### src/rtl/gcc_pkg.sv
/*
 * Package for the gain and chop configuration register slice.
 * Holds register indices, byte addresses, field positions, reset values and writable masks.
 * Assumes nothing of its surroundings beyond a SystemVerilog compiler.
 */
package gcc_pkg;
   // Register indices as printed; byte address is four times the index.
   localparam logic [7:0]  GCC_IDX_GAIN_WORD   = 8'h05;
   localparam logic [7:0]  GCC_IDX_CONFIG_WORD = 8'h06;
   localparam logic [11:0] GCC_ADDR_GAIN_WORD   = 12'h014;
   localparam logic [11:0] GCC_ADDR_CONFIG_WORD = 12'h018;
   // Field positions in the upper gain word.
   localparam int GCC_CH5_GAIN_LSB = 4;
   localparam int GCC_CH4_GAIN_LSB = 0;
   // Field positions in the configuration word.
   localparam int GCC_CHOP_DLY_LSB = 9;
   localparam int GCC_CHOP_EN_BIT  = 8;
   // Reset values.
   localparam logic [15:0] GCC_GAIN_WORD_RESET   = 16'h0000;
   localparam logic [15:0] GCC_CONFIG_WORD_RESET = 16'h0600;
   localparam logic [2:0]  GCC_GAIN_RESET        = 3'h0;
   localparam logic [3:0]  GCC_CHOP_DLY_RESET    = 4'h3;
   // Writable masks: reserved bits hold zero regardless of what is written.
   localparam logic [15:0] GCC_GAIN_WORD_MASK   = 16'h0077;
   localparam logic [15:0] GCC_CONFIG_WORD_MASK = 16'h1f00;
   // AXI responses.
   localparam logic [1:0]  GCC_RESP_OKAY   = 2'h0;
   localparam logic [1:0]  GCC_RESP_SLVERR = 2'h2;
   // Write channel states.
   typedef enum logic [2:0] {
      GCC_W_IDLE = 3'b001,
      GCC_W_COLLECT = 3'b010,
      GCC_W_RESP = 3'b100
   } gcc_wstate_t;
endpackage : gcc_pkg

### src/rtl/gcc_gain_decode.sv
/*
 * Decodes a three-bit amplifier gain code into its gain factor.
 * Assumes the code comes from a register on the same clock; purely combinational.
 */
`timescale 1ns/1ps
`default_nettype none
module gcc_gain_decode
   import gcc_pkg::*;
(
   input  wire logic [2:0] code,
   output logic      [7:0] gain
);
   // Each code step doubles the gain, from 1 at code zero to 128 at code seven.
   always_comb begin
      gain = 8'h01 << code;
   end
endmodule : gcc_gain_decode
`default_nettype wire

### src/rtl/gcc_regs.sv
/*
 * AXI4-Lite register slice holding the upper channel gain word and the
 * configuration word with the global chop settings.
 * Assumes one master, one outstanding write and read, aclk at 50 MHz.
 */
`timescale 1ns/1ps
`default_nettype none
// How it works
// - Channel 5 gain code, bits 6:4, reset zero.
// - Channel 4 gain code, bits 2:0, reset zero.
// - Config word at index 06h, resets 0600h.
// - Bits 12:9 select 2^(n+1) chop delay periods.
// - Chop delay resets to code 0011b.
// - Bit 8 enables global chop, reset off.
module gcc_regs
   import gcc_pkg::*;
(
   input  wire logic        aclk,
   input  wire logic        aresetn,
   input  wire logic [11:0] s_axi_awaddr,
   input  wire logic        s_axi_awvalid,
   output logic             s_axi_awready,
   input  wire logic [31:0] s_axi_wdata,
   input  wire logic [3:0]  s_axi_wstrb,
   input  wire logic        s_axi_wvalid,
   output logic             s_axi_wready,
   output logic [1:0]       s_axi_bresp,
   output logic             s_axi_bvalid,
   input  wire logic        s_axi_bready,
   input  wire logic [11:0] s_axi_araddr,
   input  wire logic        s_axi_arvalid,
   output logic             s_axi_arready,
   output logic [31:0]      s_axi_rdata,
   output logic [1:0]       s_axi_rresp,
   output logic             s_axi_rvalid,
   input  wire logic        s_axi_rready,
   output logic [2:0]       ch5_amp_gain_code,
   output logic [2:0]       ch4_amp_gain_code,
   output logic [7:0]       ch5_gain_factor,
   output logic [7:0]       ch4_gain_factor,
   output logic [3:0]       chop_settle_delay,
   output logic [16:0]      chop_settle_periods,
   output logic             global_chop_enable
);
   // Stored words; reserved bits are never stored.
   logic [15:0]  upper_channel_gain_word;
   logic [15:0]  converter_config_word;
   logic [15:0]  next_gain_word;
   logic [15:0]  next_config_word;
   // Write channel capture.
   gcc_wstate_t  wstate;
   gcc_wstate_t  next_wstate;
   logic         aw_held;
   logic         next_aw_held;
   logic         w_held;
   logic         next_w_held;
   logic [11:0]  aw_addr;
   logic [11:0]  next_aw_addr;
   logic [31:0]  w_data;
   logic [31:0]  next_w_data;
   logic [3:0]   w_strb;
   logic [3:0]   next_w_strb;
   logic [1:0]   bresp;
   logic [1:0]   next_bresp;
   // Read channel.
   logic         rvalid;
   logic         next_rvalid;
   logic [31:0]  rdata;
   logic [31:0]  next_rdata;
   logic [1:0]   rresp;
   logic [1:0]   next_rresp;

   // Merges byte lanes of a write into a 16-bit word, then clears reserved bits.
   function automatic logic [15:0] gcc_merge(input logic [15:0] old, input logic [31:0] d,
                                             input logic [3:0] s, input logic [15:0] mask);
      logic [15:0] v;
      v = old;
      if (s[0]) begin
         v[7:0] = d[7:0];
      end
      if (s[1]) begin
         v[15:8] = d[15:8];
      end
      return v & mask;
   endfunction : gcc_merge

   // True when the address names one of the two words of this slice.
   function automatic logic gcc_mapped(input logic [11:0] a);
      return (a[11:2] == GCC_ADDR_GAIN_WORD[11:2]) || (a[11:2] == GCC_ADDR_CONFIG_WORD[11:2]);
   endfunction : gcc_mapped

   // Address and data are each taken once, in either order, while no response waits.
   assign s_axi_awready = (wstate != GCC_W_RESP) && !aw_held;
   assign s_axi_wready  = (wstate != GCC_W_RESP) && !w_held;
   assign s_axi_bvalid  = (wstate == GCC_W_RESP);
   assign s_axi_bresp   = bresp;

   // Write path: collect both halves, then commit and answer in the same edge.
   always_comb begin
      logic          aw_now;
      logic          w_now;
      logic [11:0]   a;
      logic [31:0]   d;
      logic [3:0]    s;
      aw_now           = s_axi_awvalid && s_axi_awready;
      w_now            = s_axi_wvalid && s_axi_wready;
      next_wstate      = wstate;
      next_aw_held     = aw_held || aw_now;
      next_w_held      = w_held || w_now;
      next_aw_addr     = aw_now ? s_axi_awaddr : aw_addr;
      next_w_data      = w_now ? s_axi_wdata : w_data;
      next_w_strb      = w_now ? s_axi_wstrb : w_strb;
      next_bresp       = bresp;
      next_gain_word   = upper_channel_gain_word;
      next_config_word = converter_config_word;
      a                = aw_now ? s_axi_awaddr : aw_addr;
      d                = w_now ? s_axi_wdata : w_data;
      s                = w_now ? s_axi_wstrb : w_strb;
      case (wstate)
         GCC_W_IDLE, GCC_W_COLLECT: begin
            if (next_aw_held && next_w_held) begin
               // Both halves present: commit now, answer next cycle.
               next_aw_held = 1'b0;
               next_w_held  = 1'b0;
               next_wstate  = GCC_W_RESP;
               next_bresp   = gcc_mapped(a) ? GCC_RESP_OKAY : GCC_RESP_SLVERR;
               if (a[11:2] == GCC_ADDR_GAIN_WORD[11:2]) begin
                  // Reserved bits 15:7 and 3 are dropped even if the host breaks its duty.
                  next_gain_word = gcc_merge(upper_channel_gain_word, d, s,
                                             GCC_GAIN_WORD_MASK);
               end
               if (a[11:2] == GCC_ADDR_CONFIG_WORD[11:2]) begin
                  // Only bits 12:8 are held; lower current-detect bits live elsewhere.
                  next_config_word = gcc_merge(converter_config_word, d, s,
                                               GCC_CONFIG_WORD_MASK);
               end
            end else if (next_aw_held || next_w_held) begin
               next_wstate = GCC_W_COLLECT;
            end
         end
         GCC_W_RESP: begin
            // Hold the response until the master takes it.
            if (s_axi_bready) begin
               next_wstate = GCC_W_IDLE;
            end
         end
         default: begin
            next_wstate = GCC_W_IDLE;
         end
      endcase
   end

   // Write path registers; reset loads documented defaults.
   always_ff @(posedge aclk) begin
      if (!aresetn) begin
         wstate                  <= GCC_W_IDLE;
         aw_held                 <= 1'b0;
         w_held                  <= 1'b0;
         aw_addr                 <= 12'h000;
         w_data                  <= 32'h0000_0000;
         w_strb                  <= 4'h0;
         bresp                   <= GCC_RESP_OKAY;
         upper_channel_gain_word <= GCC_GAIN_WORD_RESET;
         converter_config_word   <= GCC_CONFIG_WORD_RESET;
      end else begin
         wstate                  <= next_wstate;
         aw_held                 <= next_aw_held;
         w_held                  <= next_w_held;
         aw_addr                 <= next_aw_addr;
         w_data                  <= next_w_data;
         w_strb                  <= next_w_strb;
         bresp                   <= next_bresp;
         upper_channel_gain_word <= next_gain_word;
         converter_config_word   <= next_config_word;
      end
   end

   // Read path: one read at a time, answered the cycle after the address is taken.
   assign s_axi_arready = !rvalid;
   assign s_axi_rvalid  = rvalid;
   assign s_axi_rdata   = rdata;
   assign s_axi_rresp   = rresp;

   always_comb begin
      next_rvalid = rvalid;
      next_rdata  = rdata;
      next_rresp  = rresp;
      if (rvalid && s_axi_rready) begin
         next_rvalid = 1'b0;
      end
      if (s_axi_arvalid && s_axi_arready) begin
         next_rvalid = 1'b1;
         next_rresp  = gcc_mapped(s_axi_araddr) ? GCC_RESP_OKAY : GCC_RESP_SLVERR;
         if (s_axi_araddr[11:2] == GCC_ADDR_GAIN_WORD[11:2]) begin
            next_rdata = {16'h0000, upper_channel_gain_word};
         end else if (s_axi_araddr[11:2] == GCC_ADDR_CONFIG_WORD[11:2]) begin
            next_rdata = {16'h0000, converter_config_word};
         end else begin
            next_rdata = 32'h0000_0000;
         end
      end
   end

   always_ff @(posedge aclk) begin
      if (!aresetn) begin
         rvalid <= 1'b0;
         rdata  <= 32'h0000_0000;
         rresp  <= GCC_RESP_OKAY;
      end else begin
         rvalid <= next_rvalid;
         rdata  <= next_rdata;
         rresp  <= next_rresp;
      end
   end

   // Field outputs straight from the stored words.
   assign ch5_amp_gain_code  = upper_channel_gain_word[GCC_CH5_GAIN_LSB +: 3];
   assign ch4_amp_gain_code  = upper_channel_gain_word[GCC_CH4_GAIN_LSB +: 3];
   assign chop_settle_delay  = converter_config_word[GCC_CHOP_DLY_LSB +: 4];
   assign global_chop_enable = converter_config_word[GCC_CHOP_EN_BIT];

   // Delay in modulator periods is 2^(code+1), from 2 at code zero to 65536 at code 1111b.
   // The output is wide enough for every code, so no code is clamped or aliased.
   always_comb begin
      chop_settle_periods = 17'h00002 << chop_settle_delay;
   end

   // Gain factors, one decoder per channel.
   gcc_gain_decode u_dec5 (.code(ch5_amp_gain_code), .gain(ch5_gain_factor));
   gcc_gain_decode u_dec4 (.code(ch4_amp_gain_code), .gain(ch4_gain_factor));
endmodule : gcc_regs
`default_nettype wire

### config.mk
export PLATFORM = sky130hd
export DESIGN_NAME = gcc_regs
export DESIGN_NICKNAME = d
export VERILOG_FILES = /design/src/rtl/gcc_pkg.sv /design/src/rtl/gcc_gain_decode.sv /design/src/rtl/gcc_regs.sv
export SDC_FILE = /design/constraint.sdc
export NUM_CORES = 1
export LEC_CHECK = 0
export BUFFER_PORTS_ARGS = -buffer_cell sky130_fd_sc_hd__buf_2
export CORE_MARGIN = 5
export CORE_UTILIZATION = 40
export CTS_CLUSTER_SIZE = 14
export DETAILED_ROUTE_END_ITERATION = 8
export PLACE_DENSITY = 0.73
export SLEW_MARGIN = 0
export SYNTH_ARGS = -nofsm -noshare
export SYNTH_HDL_FRONTEND = slang
export SYNTH_SLANG_ARGS = --single-unit
### constraint.sdc
create_clock -name aclk -period 3.1 [get_ports aclk]
set_clock_uncertainty 0.1 [all_clocks]
set_input_delay 0.775 -clock aclk [delete_from_list [all_inputs] [get_ports aclk]]
set_output_delay 0.775 -clock aclk [all_outputs]
set_load 0.05 [all_outputs]
=== After elaboration in Yosys (flattened, before gate mapping) ===
Cells that the tools add are included.

* Flip-flop bits (word level): 80
* Bits of input ports: 67
* Logic and storage cells: 65

* Equal/unequal tests: 10
* Shift-type cells: 3
* Mux-type cells: 17
* Reductions and logical operators: 21

{| class="wikitable"
|+ Operator list
! kind !! count
|-
| equality test 10 x 3 -> 1 bit, second input constant || 4
|-
| two-way mux 13 bit || 3
|-
| << shifter 2 x 4 -> 17 bit, first input constant || 1
|-
| << shifter 1 x 3 -> 8 bit, first input constant || 2
|-
| two-way mux 12 bit || 1
|-
| two-way mux 3 bit || 3
|-
| AND reduction 4 bit || 2
|-
| logical AND 1 bit || 7
|-
| two-way mux 1 bit || 6
|-
| two-way mux 2 bit || 3
|-
| inequality test 3 bit, second input constant || 2
|-
| one-hot mux 3 bit (2 select lines) || 1
|-
| logical OR 1 bit || 5
|-
| AND reduction 2 bit || 2
|-
| equality test 3 x 1 -> 1 bit, second input constant || 1
|-
| equality test 3 x 2 -> 1 bit, second input constant || 1
|-
| equality test 3 bit, second input constant || 1
|-
| zero test 1 bit || 3
|-
| inequality test 2 x 1 -> 1 bit, second input constant || 1
|-
| nonzero test 2 bit || 1
|-
| OR reduction 2 bit || 1
|}

=== Longest topological paths before layout ===
* Depth after elaboration: 8
* Gate-level depth with buffers: 9
* Depth with buffers taken out: 6

=== Cells and area by module ===
Synthesis repeated with hierarchy kept, for this count alone.

* Cells, all modules: 310
* Area, all modules: 2738.9 um^2

{| class="wikitable"
|+ Modules (own cells, without submodules)
! module !! instances !! cells an instance !! area an instance (um^2)
|-
| gcc_regs || 1 || 294 || 2608.8
|-
| gcc_gain_decode || 2 || 8 || 65.1
|}

=== Least setup slack after synthesis ===
Ideal clock, no wire load.

* Kind: register to output
* From: register converter_config_word[11]
* To: output chop_settle_periods[1]
* Data arrival time: 2262 ps
* Data required time: 2225 ps
* Setup slack: -37 ps
* Stages on the path, launching flop included: 3
* Cell sequence: dfxtp_1 clkbuf_1 nor4_1

* Longest elaborated chain between the ends: 1

{| class="wikitable"
|+ Ends and longest elaborated chain
! element !! line !! source
|-
| start: declaration || gcc_regs.sv:47 || <nowiki>logic [15:0] converter_config_word;</nowiki>
|-
| start signal: assignment || gcc_regs.sv:174 || <nowiki>converter_config_word <= next_config_word;</nowiki>
|-
| << shifter 2 x 4 -> 17 bit || gcc_regs.sv:225 || <nowiki>chop_settle_periods = 17'h00002 << chop_settle_delay;</nowiki>
|-
| end: declaration || gcc_regs.sv:42 || <nowiki>output logic [16:0] chop_settle_periods,</nowiki>
|}

No other way between the ends.

=== Worst setup path in the final report ===
* From: input s_axi_awaddr[6]
* To: register upper_channel_gain_word[1]

* Longest elaborated chain between the ends: 3

{| class="wikitable"
|+ Ends and longest elaborated chain
! element !! line !! source
|-
| start: declaration || gcc_regs.sv:20 || <nowiki>input wire logic [11:0] s_axi_awaddr,</nowiki>
|-
| two-way mux 12 bit || gcc_regs.sv:116 || <nowiki>a = aw_now ? s_axi_awaddr : aw_addr;</nowiki>
|-
| equality test 10 x 3 -> 1 bit || gcc_regs.sv:127 || <nowiki>if (a[11:2] == GCC_ADDR_GAIN_WORD[11:2]) begin</nowiki>
|-
| AND reduction 4 bit (no source line) || -- ||
|-
| end signal: assignment || gcc_regs.sv:173 || <nowiki>upper_channel_gain_word <= next_gain_word;</nowiki>
|-
| end: declaration || gcc_regs.sv:46 || <nowiki>logic [15:0] upper_channel_gain_word;</nowiki>
|}

No other way between the ends.
A chain may end at the register's enable or synchronous reset.

==> flow_summary.yaml <==
worst_setup_path:
  rr_worst_depth: 5
  critPathMaxStageDelay_ns: 0.55
  crit_arrival_ns: 2.63
  r2r_end: "upper_channel_gain_word[1]"
  r2r_slack_ns: 0.65
  setup.worst_path.start_class: "input pin"
  path_max_fanout: 6
  crit_chain: "buf_2 -> or4b_4 -> nor4_4 -> o21ai_2 -> a2111o_4 -> mux2_4"
  crit_slowest_cell: "or4b_4"
  crit_path_start: "s_axi_awaddr[6]"
  cp-end-kind: "register"
  critPathCapture: "upper_channel_gain_word[1]"
  critPathBufInv: 1
  crit_type: "input pin to register"
  crit_cells: 6
  critPathTopFamily: "simple AND/OR/NAND/NOR gates"
  required_ns: 3.19
  reg2reg_from: "wstate[0]"
route:
  detail_route.wl_per_cell_um: 12.9
  viasPerCell: 4.90
  drc: 0
  drt_iter0_markers: 72
  wl_um: 6300
  ant_nets: 0
  via_count: 2394
  drtPass1Iterations: 4
cells_and_area:
  syn2layout_area_growth_pct: 20.9
  finalNonFillerCells: 489
  layout_commonest_cell: "buf_2"
  finalInstanceArea_um2: 3330
  diodes: 0
  drive_gt1_frac: 0.325
  mostFrequentLayoutCells: "100 x buf_2, 53 x dfxtp_1, 41 x nand2_1"
  nNetsFinal: 475
  fillCellCount: 659
pwr:
  vdd_drop_max_uv: 245
  power_density_nw_per_um2: 542
  leakage_uw: 0.00157
global_route:
  grt_max_degree: 27
  overflow: 0
  antenna_found_initial: 0
  grt_pass1_wl_um: 10100
  grt_util_all_layers: 0.140
  grt_pass1_vias: 2235
placed_design:
  dp_hpwl_um: 4910
  gp_congestion: 0.832
  placed_area_um2: 3210
  dp_cells: 481
  portBuffers: 100
logic_synthesis:
  ys.flop_type: "dfxtp_1"
  async_reset_ff_frac: 0
  yosysSeqAreaShare: 0.385
  synth_enable_flop_cells: 0
  synth-seq-cells: 53
  syn_area_um2: 2760
  synth_warnings: 0
  synth.avg_cell_area_um2: 8.64
  netlist_instances: 319
  synth.distinct_cells: 46
cts:
  cts_setup_buffers: 0
  numCtsBuffers: 5
  h-tree-depth: 2
  clock_latency_ns: 0.30
  clock_path_buffers: 2
  cts_hold_buf: 0
  cts_root_buf: "clkbuf_8"
  cts_tree: "yes"
  clk_pin_slew_ns: 0.09
  clock_sinks: 53
  ctsResizeCount: 0
die:
  core_area_um2: 6760
  die_w_um: 93.0
  initial_core_util: 0.408
  dieArea_um2: 8650
  fp-row-count: 30
  io_pins: 152
  die_h_um: 93.0
timing:
  fin_crit_sh: 0.817
  tns_ns: 0
  hold_viol_final: 0
  worst_pin_slew_ns: 0.785
  finalSetupViolCount: 0
  slew_headroom: 0.472
  fmax_mhz: 395
  finalHoldWorstSlack_ns: 0.358
  rsz0062_at_grt: "no"
  fin_crit_ns: 2.53
  slew_viol_final: 0
worst_hold_path:
  hold_class: "register to register"
  worstHoldStart: "s_axi_rdata[0]"
run_status:
  status: "finished, final reports clean"
run:
  drv_cap: 0
[worst min-delay path by stage]
| stage | end | slack, ns | depth (start not counted) |
|---|---|---|---|
| 6_report | s_axi_rdata[0] | 0.36 | 2 |
| 5_1_grt | aw_addr[6] | 0.38 | 2 |
| 4_1_cts | s_axi_rdata[1] | 0.36 | 2 |
| 3_5_place_dp | s_axi_rdata[0] | 0.35 | 2 |
| 3_3_place_gp | s_axi_rdata[1] | 0.34 | 2 |
| 2_1_floorplan | aw_addr[9] | 0.34 | 2 |
[through the flow]
stage,total power (uW),utilization,setup slack [ns]
floorplan,1240,-,0.0946
global placement,1330,0.476,0.268
detailed placement,1340,0.476,0.244
CTS,1820,0.493,0.567
global route,1900,0.493,0.494
finish,1810,0.493,0.567
[synth_stat cells, types with 3 or more instances]
cell      instances  area [um^2]
and2_1           12         75.1
o21a_1            3         22.5
o21ai_0           7         35.0
a21boi_0         10         75.1
clkbuf_1         18         67.6
mux2i_1          11          110
nor3b_1           9         67.6
mux2_2            4         45.0
a21oi_1          15         75.1
and3b_1           4         35.0
nor3_1           12         60.1
nor2_1           21         78.8
a22oi_1           5         37.5
nand2_1          41          154
mux2_4            6         90.1
buf_4            25          188
nor4_1            4         25.0
nor2b_1          18          113
nand2b_1          8         50.1
inv_1             5         18.8
dfxtp_1          53         1060
[worst register-to-register path, delay by kind of cell (launching register included)]
kind	cells	cell delay, ns
compound gates	2	0.66
flops	1	0.34
mux	1	0.32
simple gates	2	0.93
[sequential cells by signal, summed over array words and instances (netlist names)]
register,flops
aw_addr,10
aw_held,1
converter_config_word,5
s_axi_bresp,1
s_axi_rdata,11
s_axi_rresp,1
s_axi_rvalid,1
upper_channel_gain_word,6
w_data,11
w_held,1
w_strb,2
wstate,3
[kinds of logic (layout without fill, tap and decap cells)]
family	after synthesis	after routing	share of synthesized area
xor+xnor	3	3	0.00953
other cells	1	24	0.00136
buf+inv	51	118	0.108
compound gates	49	49	0.125
mux	22	22	0.0931
simple gates	140	140	0.277
flops	53	53	0.385
[routing by layer]
metal / up-vias / wire, um / track usage
li1: 1204 / - / -
met1: 1099 / 2750 / 0.175
met2: 89 / 3020 / 0.247
met3: 2 / 511 / 0.0338
met4: 0 / 19 / 0.0220
met5: - / 0 / 0
[power breakdown]
group,internal (uW),switching [uW],leakage (uW),total [uW]
registers,750,43.1,0.000433,794
clock network,263,223,0.0000574,486
logic,185,344,0.00108,528
total,1200,610,0.00157,1810
[cell type report]
class                           count  area, um^2  area share
Clock inverter                      2        37.5      0.0113
Multi-Input combinational cell    238        1490       0.448
Timing Repair Buffer              104         531       0.159
Clock buffer                        6        82.6      0.0248
Inverter                            6        27.5     0.00826
Sequential cell                    53        1060       0.318
Tap cell                           80         100      0.0300
No activity file was read; power rests on OpenSTA's default activity.
